===== config.mk =====
export PLATFORM = sky130hd
export DESIGN_NAME = gpio_ports
export DESIGN_NICKNAME = d
export VERILOG_FILES = /design/src/gpio_pkg.sv /design/src/pin_sync.sv /design/src/hold_timer.sv /design/src/gpio_ports.sv
export SDC_FILE = /design/constraint.sdc
export NUM_CORES = 1
export LEC_CHECK = 0
export BUFFER_PORTS_ARGS = -buffer_cell sky130_fd_sc_hd__buf_4
export CORE_ASPECT_RATIO = 1.5
export CORE_UTILIZATION = 30
export DETAILED_ROUTE_END_ITERATION = 10
export GPL_ROUTABILITY_DRIVEN = 0
export GPL_TIMING_DRIVEN = 0
export PLACE_DENSITY_LB_ADDON = 0.2
export RECOVER_POWER = 100
export SLEW_MARGIN = 20
export SYNTH_ARGS = -nofsm -noshare
export SYNTH_HDL_FRONTEND = slang
export SYNTH_SLANG_ARGS = --single-unit

===== constraint.sdc =====
create_clock -name mclk -period 49.3 [get_ports mclk]
set_input_delay 7.395 -clock mclk [delete_from_list [all_inputs] [get_ports mclk]]
set_output_delay 7.395 -clock mclk [all_outputs]
set_load 0.02 [all_outputs]

===== src/gpio_pkg.sv =====
// Shared constants, types and helpers for the general purpose port block
package gpio_pkg;
	// Port geometry
	localparam int NUM_BYTE_PORTS = 5;
	localparam int BYTE_PORT_W = 8;
	localparam int NIBBLE_PORT_W = 4;
	localparam int NUM_PORTS = NUM_BYTE_PORTS + 1;
	localparam int NUM_PINS = NUM_BYTE_PORTS * BYTE_PORT_W + NIBBLE_PORT_W;
	// Pin held low after an external reset: port 1, bit 0
	localparam int HOLD_PORT = 1;
	localparam int HOLD_BIT = 0;
	localparam int HOLD_PIN_IDX = HOLD_PORT * BYTE_PORT_W + HOLD_BIT;

	// Timing
	localparam longint CLK_HZ = 50_000_000;
	localparam longint PIN_HOLD_MS = 16;
	localparam longint CPU_HOLD_MS = 64;
	localparam int PIN_HOLD_CYCLES = int'(PIN_HOLD_MS * CLK_HZ / 1000);
	localparam int CPU_HOLD_CYCLES = int'(CPU_HOLD_MS * CLK_HZ / 1000);

	// Drive select pair {high bit, low bit}
	localparam logic [1:0] DRV_SEL_LOW_WEAK = 2'h0;
	localparam logic [1:0] DRV_SEL_STRONG = 2'h1;
	localparam logic [1:0] DRV_SEL_HIZ = 2'h2;
	localparam logic [1:0] DRV_SEL_HIGH_WEAK = 2'h3;

	// Interrupt mode pair {high bit, low bit}
	typedef enum logic [1:0] {
		IRQ_OFF = 2'h0,
		IRQ_FALL = 2'h1,
		IRQ_RISE = 2'h2,
		IRQ_CHANGE = 2'h3
	} irq_mode_e;

	// Reset values
	localparam logic [NUM_PINS-1:0] HOLD_MASK = {{(NUM_PINS-1){1'b0}}, 1'b1} << HOLD_PIN_IDX;
	localparam logic [NUM_PINS-1:0] LATCH_RST = '0;
	localparam logic [NUM_PINS-1:0] PAD_OE_N_RST = ~HOLD_MASK;
	localparam logic [NUM_PINS-1:0] PULL_DN_RST = ~HOLD_MASK;
	localparam logic [NUM_PINS-1:0] PULL_UP_RST = '0;

	// Electrical state of one pad
	typedef struct packed {
		logic drive;
		logic level;
		logic pull_up;
		logic pull_dn;
	} pin_drive_s;

	// Port number of a flat pin index
	function automatic logic [2:0] port_of(input int idx);
		port_of = 3'(idx / BYTE_PORT_W);
	endfunction

	// Bit position inside its port of a flat pin index
	function automatic logic [2:0] bit_of(input int idx);
		bit_of = 3'(idx % BYTE_PORT_W);
	endfunction

	// Drive select and output value to pad state
	function automatic pin_drive_s drive_decode(input logic [1:0] sel, input logic val);
		pin_drive_s d;
		d = '0;
		d.level = val;
		if (sel == DRV_SEL_HIZ) begin
			d = '0;
		end else if (!val) begin
			d.drive = (sel != DRV_SEL_LOW_WEAK);
			d.pull_dn = (sel == DRV_SEL_LOW_WEAK);
		end else begin
			d.drive = (sel != DRV_SEL_HIGH_WEAK);
			d.pull_up = (sel == DRV_SEL_HIGH_WEAK);
		end
		drive_decode = d;
	endfunction
endpackage


===== src/pin_sync.sv =====
// Three-stage pin synchroniser with agreement filter and edge pulses
`timescale 1ns/1ps
module pin_sync
	import gpio_pkg::*;
#(
	parameter int WIDTH = 1
) (
	input wire logic mclk,
	input wire logic rst,
	input wire logic [WIDTH-1:0] async_in,
	output logic [WIDTH-1:0] stable,
	output logic [WIDTH-1:0] rise,
	output logic [WIDTH-1:0] fall
);
	logic [WIDTH-1:0] s1_r;
	logic [WIDTH-1:0] s2_r;
	logic [WIDTH-1:0] s3_r;
	logic [WIDTH-1:0] stable_r;
	logic [WIDTH-1:0] rise_r;
	logic [WIDTH-1:0] fall_r;
	wire [WIDTH-1:0] agree = ~(s2_r ^ s3_r);
	wire [WIDTH-1:0] stable_nxt = (agree & s3_r) | (~agree & stable_r);

	// Synchroniser chain
	always_ff @(posedge mclk or posedge rst) begin
		if (rst) begin
			s1_r <= '0;
			s2_r <= '0;
			s3_r <= '0;
		end else begin
			s1_r <= async_in;
			s2_r <= s1_r;
			s3_r <= s2_r;
		end
	end

	// Filtered level and one pulse per accepted change
	always_ff @(posedge mclk or posedge rst) begin
		if (rst) begin
			stable_r <= '0;
			rise_r <= '0;
			fall_r <= '0;
		end else begin
			stable_r <= stable_nxt;
			rise_r <= stable_nxt & ~stable_r;
			fall_r <= ~stable_nxt & stable_r;
		end
	end

	assign stable = stable_r;
	assign rise = rise_r;
	assign fall = fall_r;

	// Edges never fire two cycles running on one bit
	single_edge_a: assert property (@(posedge mclk) disable iff (rst)
		((rise_r | fall_r) & $past(rise_r | fall_r)) == '0)
		else $error("edge pulse repeated on consecutive cycles");
endmodule // pin_sync


===== src/hold_timer.sv =====
// Down-counting hold window, restartable, optionally busy out of reset
`timescale 1ns/1ps
module hold_timer
	import gpio_pkg::*;
#(
	parameter int CYCLES = 16,
	parameter bit START_BUSY = 1'b1
) (
	input wire logic mclk,
	input wire logic rst,
	input wire logic restart,
	output logic busy
);
	localparam int CW = $clog2(CYCLES + 1);
	localparam logic [CW-1:0] LOAD = CW'(CYCLES);
	localparam logic [CW-1:0] LAST = CW'(1);
	logic [CW-1:0] cnt_r;
	logic busy_r;

	// Window of CYCLES cycles after restart drops
	always_ff @(posedge mclk or posedge rst) begin
		if (rst) begin
			cnt_r <= START_BUSY ? LOAD : '0;
			busy_r <= START_BUSY;
		end else if (restart) begin
			cnt_r <= LOAD;
			busy_r <= 1'b1;
		end else if (busy_r) begin
			cnt_r <= cnt_r - LAST;
			busy_r <= (cnt_r != LAST);
		end
	end

	assign busy = busy_r;
endmodule // hold_timer


===== src/gpio_ports.sv =====
// General purpose I/O ports: latches, drive decode, global bus, pin interrupts, reset holds
`timescale 1ns/1ps
module gpio_ports
	import gpio_pkg::*;
#(
	parameter int PIN_HOLD_CYC = PIN_HOLD_CYCLES,
	parameter int CPU_HOLD_CYC = CPU_HOLD_CYCLES
) (
	input wire logic mclk,
	input wire logic rst,
	input wire logic external_reset_pin,
	input wire logic [NUM_PORTS-1:0] latch_wr,
	input wire logic [BYTE_PORT_W-1:0] latch_wdata,
	input wire logic [NUM_PORTS-1:0] port_read,
	input wire logic [NUM_PINS-1:0] drive_select_low_bit,
	input wire logic [NUM_PINS-1:0] drive_select_high_bit,
	input wire logic [NUM_PINS-1:0] pin_irq_mode_low_bit,
	input wire logic [NUM_PINS-1:0] pin_irq_mode_high_bit,
	input wire logic [NUM_PINS-1:0] global_bus_connect,
	input wire logic [NUM_PINS-1:0] global_out_line,
	input wire logic [NUM_PINS-1:0] pad_in,
	output logic [NUM_PINS-1:0] pad_out,
	output logic [NUM_PINS-1:0] pad_oe_n,
	output logic [NUM_PINS-1:0] pad_pull_up,
	output logic [NUM_PINS-1:0] pad_pull_dn,
	output logic [NUM_PINS-1:0] global_in_line,
	output logic [NUM_PINS-1:0] pin_state,
	output logic [NUM_PINS-1:0] pin_irq,
	output logic [NUM_PINS-1:0] port_output_latch,
	output logic pin_hold_active,
	output logic cpu_hold_off
);
	// Registered state
	logic [NUM_PINS-1:0] latch_r;
	logic [NUM_PINS-1:0] last_read_r;
	logic [NUM_PINS-1:0] pad_out_r;
	logic [NUM_PINS-1:0] pad_oe_n_r;
	logic [NUM_PINS-1:0] pull_up_r;
	logic [NUM_PINS-1:0] pull_dn_r;
	logic [NUM_PINS-1:0] glob_in_r;
	logic [NUM_PINS-1:0] irq_r;

	// Next values, built per bit
	logic [NUM_PINS-1:0] latch_nxt;
	logic [NUM_PINS-1:0] last_read_nxt;
	logic [NUM_PINS-1:0] pad_out_nxt;
	logic [NUM_PINS-1:0] pad_oe_n_nxt;
	logic [NUM_PINS-1:0] pull_up_nxt;
	logic [NUM_PINS-1:0] pull_dn_nxt;
	logic [NUM_PINS-1:0] glob_in_nxt;
	logic [NUM_PINS-1:0] irq_nxt;

	// Synchronised pins and reset pin, hold timer flags
	logic [NUM_PINS-1:0] pin_level;
	logic [NUM_PINS-1:0] pin_rise;
	logic [NUM_PINS-1:0] pin_fall;
	logic ext_reset_level;
	logic hold_busy;
	logic por_busy;

	// Pad inputs through the agreement synchroniser
	pin_sync #(
		.WIDTH(NUM_PINS)
	) u_pad_sync (
		.mclk(mclk),
		.rst(rst),
		.async_in(pad_in),
		.stable(pin_level),
		.rise(pin_rise),
		.fall(pin_fall)
	);

	// External reset pin through the same synchroniser
	pin_sync #(
		.WIDTH(1)
	) u_xreset_sync (
		.mclk(mclk),
		.rst(rst),
		.async_in(external_reset_pin),
		.stable(ext_reset_level),
		.rise(),
		.fall()
	);

	// Test-mode pin hold: busy while reset pin asserted and for the window after
	hold_timer #(
		.CYCLES(PIN_HOLD_CYC),
		.START_BUSY(1'b1)
	) u_pin_hold (
		.mclk(mclk),
		.rst(rst),
		.restart(ext_reset_level),
		.busy(hold_busy)
	);

	// Power-on hold-off of code execution
	hold_timer #(
		.CYCLES(CPU_HOLD_CYC),
		.START_BUSY(1'b1)
	) u_cpu_hold (
		.mclk(mclk),
		.rst(rst),
		.restart(1'b0),
		.busy(por_busy)
	);

	// Per-pin logic, one independent slice per bit
	for (genvar i = 0; i < NUM_PINS; i++) begin : g_pin
		localparam logic [2:0] PORT = port_of(i);
		localparam logic [2:0] BITP = bit_of(i);
		wire [1:0] sel = {drive_select_high_bit[i], drive_select_low_bit[i]};
		wire [1:0] mode = {pin_irq_mode_high_bit[i], pin_irq_mode_low_bit[i]};
		wire is_hiz = (sel == DRV_SEL_HIZ);
		wire glob_rx = global_bus_connect[i] && !is_hiz;
		wire glob_tx = global_bus_connect[i] && is_hiz;
		wire src_val = glob_rx ? global_out_line[i] : latch_r[i];
		wire held = (i == HOLD_PIN_IDX) && hold_busy;
		wire differs = pin_level[i] ^ last_read_r[i];
		pin_drive_s drv;

		// Drive from select pair and output value
		assign drv = drive_decode(sel, src_val);

		// Latch write; the held bit still stores
		assign latch_nxt[i] = latch_wr[PORT] ? latch_wdata[BITP] : latch_r[i];

		// Value seen by the last direct read of this port
		assign last_read_nxt[i] = port_read[PORT] ? pin_level[i] : last_read_r[i];

		// Pad state, overridden low during the hold
		assign pad_out_nxt[i] = held ? 1'b0 : drv.level;
		assign pad_oe_n_nxt[i] = held ? 1'b0 : !drv.drive;
		assign pull_up_nxt[i] = held ? 1'b0 : drv.pull_up;
		assign pull_dn_nxt[i] = held ? 1'b0 : drv.pull_dn;

		// Pin level onto the global input bus
		assign glob_in_nxt[i] = glob_tx && pin_level[i];

		// Interrupt request decode
		assign irq_nxt[i] = (mode == IRQ_FALL && pin_fall[i])
			|| (mode == IRQ_RISE && pin_rise[i])
			|| (mode == IRQ_CHANGE && (pin_rise[i] || pin_fall[i]) && differs);
	end

	// Latches and read snapshot
	always_ff @(posedge mclk or posedge rst) begin
		if (rst) begin
			latch_r <= LATCH_RST;
			last_read_r <= '0;
		end else begin
			latch_r <= latch_nxt;
			last_read_r <= last_read_nxt;
		end
	end

	// Pad drive registers
	always_ff @(posedge mclk or posedge rst) begin
		if (rst) begin
			pad_out_r <= '0;
			pad_oe_n_r <= PAD_OE_N_RST;
			pull_up_r <= PULL_UP_RST;
			pull_dn_r <= PULL_DN_RST;
		end else begin
			pad_out_r <= pad_out_nxt;
			pad_oe_n_r <= pad_oe_n_nxt;
			pull_up_r <= pull_up_nxt;
			pull_dn_r <= pull_dn_nxt;
		end
	end

	// Global bus and interrupt registers
	always_ff @(posedge mclk or posedge rst) begin
		if (rst) begin
			glob_in_r <= '0;
			irq_r <= '0;
		end else begin
			glob_in_r <= glob_in_nxt;
			irq_r <= irq_nxt;
		end
	end

	// Outputs
	assign pad_out = pad_out_r;
	assign pad_oe_n = pad_oe_n_r;
	assign pad_pull_up = pull_up_r;
	assign pad_pull_dn = pull_dn_r;
	assign global_in_line = glob_in_r;
	assign pin_state = pin_level;
	assign pin_irq = irq_r;
	assign port_output_latch = latch_r;
	assign pin_hold_active = hold_busy;
	assign cpu_hold_off = por_busy;

	// Held pin is driven low
	hold_low_a: assert property (@(posedge mclk) disable iff (rst)
		hold_busy |=> (!pad_out_r[HOLD_PIN_IDX] && !pad_oe_n_r[HOLD_PIN_IDX]))
		else $error("held pin not driven low");

	// Stored latch appears once the hold ends
	hold_release_a: assert property (@(posedge mclk) disable iff (rst)
		(!hold_busy && !global_bus_connect[HOLD_PIN_IDX]
			&& {drive_select_high_bit[HOLD_PIN_IDX], drive_select_low_bit[HOLD_PIN_IDX]} == DRV_SEL_STRONG)
		|=> (pad_out_r[HOLD_PIN_IDX] == $past(latch_r[HOLD_PIN_IDX]) && !pad_oe_n_r[HOLD_PIN_IDX]))
		else $error("held pin latch value not driven after hold");

	// Write to port 1 bit 0 lands even during the hold
	latch_write_a: assert property (@(posedge mclk) disable iff (rst)
		latch_wr[HOLD_PORT] |=> latch_r[HOLD_PIN_IDX] == $past(latch_wdata[HOLD_BIT]))
		else $error("latch write lost");

	// Latch write reaches the pad two cycles later in strong mode
	write_to_pad_a: assert property (@(posedge mclk) disable iff (rst)
		(latch_wr[0] && !global_bus_connect[0] && !drive_select_high_bit[0] && drive_select_low_bit[0])
		##1 (!global_bus_connect[0] && !drive_select_high_bit[0] && drive_select_low_bit[0])
		|=> pad_out_r[0] == $past(latch_wdata[0], 2))
		else $error("latch write not driven on pad");

	// High impedance select releases the pad
	hiz_release_a: assert property (@(posedge mclk) disable iff (rst)
		({drive_select_high_bit[0], drive_select_low_bit[0]} == DRV_SEL_HIZ)
		|=> (pad_oe_n_r[0] && !pull_up_r[0] && !pull_dn_r[0]))
		else $error("high impedance select still drives");

	// Resistive high is a pull-up only
	weak_high_a: assert property (@(posedge mclk) disable iff (rst)
		({drive_select_high_bit[1], drive_select_low_bit[1]} == DRV_SEL_HIGH_WEAK
			&& latch_r[1] && !global_bus_connect[1])
		|=> (pad_oe_n_r[1] && pull_up_r[1] && !pull_dn_r[1]))
		else $error("resistive high decoded wrong");

	// Resistive low is a pull-down only
	weak_low_a: assert property (@(posedge mclk) disable iff (rst)
		({drive_select_high_bit[1], drive_select_low_bit[1]} == DRV_SEL_LOW_WEAK
			&& !latch_r[1] && !global_bus_connect[1])
		|=> (pad_oe_n_r[1] && pull_dn_r[1] && !pull_up_r[1]))
		else $error("resistive low decoded wrong");

	// Connected high impedance pin feeds the global input line
	glob_input_a: assert property (@(posedge mclk) disable iff (rst)
		(global_bus_connect[2] && {drive_select_high_bit[2], drive_select_low_bit[2]} == DRV_SEL_HIZ)
		|=> global_in_line[2] == $past(pin_level[2]))
		else $error("global input line does not follow pin");

	// Connected driving pin follows the global output line
	glob_output_a: assert property (@(posedge mclk) disable iff (rst)
		(global_bus_connect[3] && {drive_select_high_bit[3], drive_select_low_bit[3]} == DRV_SEL_STRONG)
		|=> pad_out_r[3] == $past(global_out_line[3]))
		else $error("pad does not follow global output line");

	// Rising mode answers a rising edge
	irq_rise_a: assert property (@(posedge mclk) disable iff (rst)
		(pin_irq_mode_high_bit[0] && !pin_irq_mode_low_bit[0] && pin_rise[0]) |=> pin_irq[0])
		else $error("rising edge interrupt missing");

	// Disabled mode never requests
	irq_off_a: assert property (@(posedge mclk) disable iff (rst)
		(!pin_irq_mode_high_bit[0] && !pin_irq_mode_low_bit[0]) |=> !pin_irq[0])
		else $error("interrupt while disabled");

	// Power-on hold-off never returns without a reset
	cpu_hold_once_a: assert property (@(posedge mclk) disable iff (rst)
		!cpu_hold_off |=> !cpu_hold_off)
		else $error("cpu hold-off reasserted");

	// Falling mode answers a falling edge
	irq_fall_a: assert property (@(posedge mclk) disable iff (rst)
		(!pin_irq_mode_high_bit[0] && pin_irq_mode_low_bit[0] && pin_fall[0]) |=> pin_irq[0])
		else $error("falling edge interrupt missing");

	// Change mode answers a rise away from the read snapshot
	irq_change_a: assert property (@(posedge mclk) disable iff (rst)
		(pin_irq_mode_high_bit[0] && pin_irq_mode_low_bit[0]
			&& pin_rise[0] && !last_read_r[0]) |=> pin_irq[0])
		else $error("change interrupt missing");

	// No synchronised edge, no request
	irq_quiet_a: assert property (@(posedge mclk) disable iff (rst)
		(!pin_rise[0] && !pin_fall[0]) |=> !pin_irq[0])
		else $error("interrupt without an edge");

	// Unconnected pin leaves its global input line low
	glob_in_off_a: assert property (@(posedge mclk) disable iff (rst)
		!global_bus_connect[2] |=> !global_in_line[2])
		else $error("global input line driven while unconnected");

	// Nibble port write lands in its top bit
	nibble_latch_a: assert property (@(posedge mclk) disable iff (rst)
		latch_wr[NUM_PORTS-1] |=> latch_r[NUM_PINS-1] == $past(latch_wdata[NIBBLE_PORT_W-1]))
		else $error("nibble port write lost");

	// Held pin has both pulls off
	held_pulls_a: assert property (@(posedge mclk) disable iff (rst)
		hold_busy |=> (!pull_up_r[HOLD_PIN_IDX] && !pull_dn_r[HOLD_PIN_IDX]))
		else $error("held pin still pulled");

	// Port 0 latch keeps its value without a write
	latch_keep_a: assert property (@(posedge mclk) disable iff (rst)
		!latch_wr[0] |=> latch_r[BYTE_PORT_W-1:0] == $past(latch_r[BYTE_PORT_W-1:0]))
		else $error("port latch changed without a write");
endmodule // gpio_ports


### Word-level counts from Yosys, hierarchy flattened

Cells that the tools add are included.

* bits in registers: 664
* input bits: 331

* add/subtract/negate cells: 2
* eq/ne operators: 266
* multiplexer cells: 317
* bitwise gates (word level): 59
* reductions and logical operators: 617

Operators by type and width (count)
* $eq A2 B2 Y1 const B: 176
* $logic_and A1 B1 Y1: 308
* $mux W1: 271
* $and A44 B44 Y44: 4
* $not A44 Y44: 4
* $logic_or A1 B1 Y1: 132
* $reduce_bool A2 Y1: 45
* $eq A2 B1 Y1 const B: 44
* $logic_not A1 Y1: 88
* $logic_not A2 Y1: 44
* $mux W2: 44
* $ne A2 B2 Y1 const B: 44
* $xor A1 B1 Y1: 45
* $or A44 B44 Y44: 1
* $xor A44 B44 Y44: 1
* $mux W20: 2
* $ne A22 B1 Y1 const B: 1
* $sub A22 B1 Y22 const B: 1
* $ne A20 B1 Y1 const B: 1
* $sub A20 B1 Y20 const B: 1
* $and A1 B1 Y1: 2
* $not A1 Y1: 1
* $or A1 B1 Y1: 1

### Longest topological paths before layout

* depth after elaboration: 8
* depth in mapped cells: 7
* depth with buffers taken out: 6

### By module

From an unflattened synthesis, not the netlist that was laid out.

* cell total of the unflattened synthesis: 1660
* area total of the unflattened synthesis: 24323.3 µm²

Modules (own cells, without submodules)
* gpio_ports: instances 1, cells each 1025, area an instance 13984.7 µm², sequential area each 8916.1 µm²
* pin_sync at u_pad_sync: instances 1, cells each 397, area an instance 7876.3 µm², sequential area each 6606.3 µm²
* hold_timer at u_cpu_hold: instances 1, cells each 121, area an instance 1193.6 µm², sequential area each 584.3 µm²
* hold_timer at u_pin_hold: instances 1, cells each 107, area an instance 1086.0 µm², sequential area each 534.3 µm²
* pin_sync at u_xreset_sync: instances 1, cells each 10, area an instance 182.7 µm², sequential area each 150.1 µm²

### Least setup slack after synthesis

Ideal clock, no wire load.

* path kind: input to register
* start: in latch_wr[0]
* end: reg latch_r[0], in the netlist port_output_latch[0]
* data arrival time: 8018 ps
* data required time: 49175 ps
* path slack: 41157 ps
* stages: 2
* path buffers: 1
* cells stage by stage: clkbuf_1 mux2_2

RTL lines
* start, declared: line gpio_ports.sv:12 `input wire logic [NUM_PORTS-1:0] latch_wr,`
* end signal, assigned: line gpio_ports.sv:151 `latch_r <= latch_nxt;`
* end, declared: line gpio_ports.sv:34 `logic [NUM_PINS-1:0] latch_r;`

No word-level cell between the ends.

==> qor_table.md <==
| Item | Value | Unit |
| --- | --- | --- |
| Maximum level of the CTS H-tree | 3 | - |
| Kind of capture point of the worst setup path | async pin | - |
| CTS max path bufs | 3 | - |
| Number of cells upsized or downsized after cts | 0 | - |
| Post-layout instance count excluding filler cells | 3546 | - |
| Sequential element share of the synthesized area | 0.711 | - |
| Starting density of the core | 0.304 | - |
| Most common library cell in the layout ignoring fill and taps | sky130_fd_sc_hd__dfrtp_1 | - |
| Global-route usage over all layers | 0.171 | - |
| Clock skew | 23.8 | ps |
| Max_cap viols | 8 | - |
| Iteration count of the initial detailed-routing pass | 5 | - |
| Routed length per placed instance | 19.3 | um |
| Core area | 0.0776 | sq mm |
| CP Max Fanout | 106 | - |
| Worst flop-to-flop path startpoint | u_pin_hold.cnt_r[2]$_DFFE_PP0P_ | - |
| Unrepaired setup endpoints after global routing | no | - |
| Area enclosed by the die boundary | 0.0796 | sq mm |
| Slew Limit Headroom | -2.72 | - |
| Number of cells on the worst reg-to-reg path | 6 | - |
| Post-detailed-route count of antenna-violating nets | 0 | - |
| Type of origin of the critical path | primary input | - |
| Number of vias after detailed routing | 16200 | - |
| Count of synthesis-stage warnings from yosys | 0 | - |
| Worst endpoint data arrival time | 18350 | ps |
| CP Capture Point | u_pad_sync.fall[7]$_DFF_PP0_ | - |
| Peak Freq | 52.7 | MHz |
| Most frequent cells in the layout | sky130_fd_sc_hd__dfrtp_1 (564), sky130_fd_sc_hd__clkbuf_1 (528), sky130_fd_sc_hd__nor2_1 (192) | - |
| Number of flops mapped to enable cells by yosys | 0 | - |
| Main synth FF type | sky130_fd_sc_hd__dfrtp_1 | - |
| Endpoints failing hold | 0 | - |
| Number of setup buffers added after CTS | 0 | - |
| Number of cells in the design after placement | 3417 | - |
| Class of the most critical setup path | primary input to async pin | - |
| Number of pins exceeding their max-slew limit in the final report | 679 | - |
| Worst-case register-to-register setup slack | 46780 | ps |
| Die H | 345 | um |
| Min-delay worst type | register to register | - |
| Clock tree from TritonCTS | built | - |
| Time the final worst path needs with I/O delays and setup | 18960 | ps |
| Startpoint of the worst setup timing path | rst | - |
| Largest net degree at the start of global routing | 111 | - |
| Flops & latches, synth | 664 | - |
| Final Hold Slack | 345 | ps |
| Syn-to-layout area delta | 28.9 | % |
| Worst vdd rail ir drop | 31.6 | uV |
| Clock Pin Slew Worst Setup and Hold Paths | 60 | ps |
| Post-Syn Instances | 1720 | - |
| Number of buffers inserted by port buffering | 674 | - |
| Number of nets in the layout | 2806 | - |
| Total congestion overflow | 0 | - |
| Summed negative setup slack over all endpoints | 0 | ps |
| Vias in the first global route | 17100 | - |
| CTS Hold Buffers Added | 0 | - |
| Routed Wire Length | 68.3 | mm |
| Number of cell rows | 125 | - |
| Final setup viols | 0 | - |
| Failing checks | capacitance limit, slew limit | - |
| Count of routing violations after the opening detailed-route iteration | 772 | - |
| Final clock period utilization by the worst path | 0.385 | - |
| Standby leakage power | 0.0132 | uW |
| Data required time of the worst path | 48680 | ps |
| Buffer cell driving the clock tree root | sky130_fd_sc_hd__clkbuf_16 | - |
| Syn_nets | 2055 | - |
| Least-Margin Pin Slew | 5580 | ps |
| Die width | 231 | um |
| Area of all placed cells without fillers | 0.0304 | sq mm |
| Initial antenna violation count | 12 | - |
| Hpwl dp | 51.7 | mm |
| Clock Latency Late Sink | 600 | ps |
| Synth Area per Inst | 13.7 | sq um |
| Via density | 4.57 | - |
| Number of ports placed on the die boundary | 685 | - |
| Number of unique standard cell types used by synthesis | 41 | - |
| Share of synthesized registers carrying an async set or reset | 1.00 | - |
| Pwr Density | 42.6 | mW/mm^2 |
| Total CTS buffers | 68 | - |
| DRC | 0 | - |
| Wire length of the first global-routing pass | 103 | mm |
| Outcome | complete, but fails checks | - |
| Area of placed instances | 0.0301 | sq mm |
| Fill cells | 7873 | - |
| Clock sink count | 664 | - |
| Netlist area before placement | 0.0236 | sq mm |
| Destination of the worst register-to-register timing path | u_pin_hold.cnt_r[17]$_DFFE_PP0P_ | - |
| Ratio of cells with drive above 1 in the final layout | 0.192 | - |
==> critical path: stages <==
cell                         delay [ps]
sky130_fd_sc_hd__clkbuf_4           110
sky130_fd_sc_hd__clkinvlp_2        1130
sky130_fd_sc_hd__clkbuf_1          2710
sky130_fd_sc_hd__clkbuf_1          2800
sky130_fd_sc_hd__clkbuf_1          3960
==> per-layer routing <==
metal	GRT usage	vias up	share of wire
li1	-	7458	-
met1	0.194	8083	0.38
met2	0.301	536	0.52
met3	0.0472	120	0.072
met4	0.0633	4	0.032
met5	0	-	0.00040
==> worst min-delay path by stage <==
stage / startpoint / endpoint / slack, ps / cells after the start
2_1_floorplan: u_pad_sync.s1_r[0]$_DFF_PP0_ / u_pad_sync.s2_r[0]$_DFF_PP0_ / 330 / 0
3_3_place_gp: u_pad_sync.s1_r[26]$_DFF_PP0_ / u_pad_sync.s2_r[26]$_DFF_PP0_ / 330 / 0
3_5_place_dp: u_pad_sync.s1_r[42]$_DFF_PP0_ / u_pad_sync.s2_r[42]$_DFF_PP0_ / 330 / 0
4_1_cts: u_pad_sync.s1_r[9]$_DFF_PP0_ / u_pad_sync.s2_r[9]$_DFF_PP0_ / 350 / 0
5_1_grt: u_pad_sync.s1_r[14]$_DFF_PP0_ / u_pad_sync.s2_r[14]$_DFF_PP0_ / 350 / 0
6_report: u_pad_sync.s1_r[18]$_DFF_PP0_ / u_pad_sync.s2_r[18]$_DFF_PP0_ / 350 / 0
==> where the power goes <==
group	switching [uW]	total [uW]	internal (uW)
combinational	92.2	148	55.8
clock	216	525	310
sequential	30.0	619	589
==> through the flow <==
stage	utilization	power (uW)	setup WS (ps)
6_report	0.391	1290	30340
4_1_cts	0.417	1340	40360
5_1_grt	0.391	1350	27790
3_5_place_dp	0.388	806	40180
2_1_floorplan	-	714	23460
3_3_place_gp	0.385	801	16660
==> area by class of cell <==
class	count	area [sq um]	share of cell area
plain buffers	16	60.1	0.00198
multi-input cells	1034	6710	0.221
inverters	6	23.8	0.000783
clock inverters	29	375	0.0124
diodes	4	10.0	0.000330
well taps	1016	1270	0.0419
clock buffers	96	1910	0.0629
repair buffers	681	3270	0.108
flip-flops and latches	664	16700	0.551
==> synthesized netlist by cell type, types with 2 or more instances <==
cell / number / area [sq um]
sky130_fd_sc_hd__nor4_1: 10 / 62.6
sky130_fd_sc_hd__or4b_2: 2 / 20.0
sky130_fd_sc_hd__xnor2_1: 55 / 482
sky130_fd_sc_hd__clkbuf_1: 14 / 52.6
sky130_fd_sc_hd__nand2_1: 109 / 409
sky130_fd_sc_hd__a21oi_1: 136 / 681
sky130_fd_sc_hd__o31ai_1: 3 / 22.5
sky130_fd_sc_hd__inv_1: 6 / 22.5
sky130_fd_sc_hd__nand4_1: 2 / 12.5
sky130_fd_sc_hd__nor3_1: 14 / 70.1
sky130_fd_sc_hd__nor4b_1: 3 / 26.3
sky130_fd_sc_hd__xor2_1: 17 / 149
sky130_fd_sc_hd__maj3_1: 32 / 320
sky130_fd_sc_hd__nand3_1: 3 / 15.0
sky130_fd_sc_hd__a211oi_1: 2 / 15.0
sky130_fd_sc_hd__nor2_1: 192 / 721
sky130_fd_sc_hd__nand2b_1: 49 / 307
sky130_fd_sc_hd__mux2_2: 90 / 1010
sky130_fd_sc_hd__mux2i_1: 45 / 450
sky130_fd_sc_hd__nor2b_1: 46 / 288
sky130_fd_sc_hd__o21ai_0: 18 / 90.1
sky130_fd_sc_hd__nor3b_1: 89 / 668
sky130_fd_sc_hd__ha_1: 4 / 50.1
sky130_fd_sc_hd__or4_1: 4 / 30.0
sky130_fd_sc_hd__a311oi_1: 44 / 385
sky130_fd_sc_hd__dfrtp_1: 564 / 14100
sky130_fd_sc_hd__dfstp_2: 100 / 2630
sky130_fd_sc_hd__or3_1: 10 / 62.6
sky130_fd_sc_hd__and3_1: 45 / 282
==> cells by family after synthesis <==
| group | synth area share |
|---|---|
| XOR/XNOR | 0.0268 |
| multiplexers | 0.0622 |
| AND/OR/NAND/NOR | 0.128 |
| adder cells (fa/ha/maj) | 0.0157 |
| flip-flops | 0.711 |
| AO/OA/AOI/OAI | 0.0523 |
| buffers and inverters | 0.00388 |
Power figures use the tool's default switching activity.
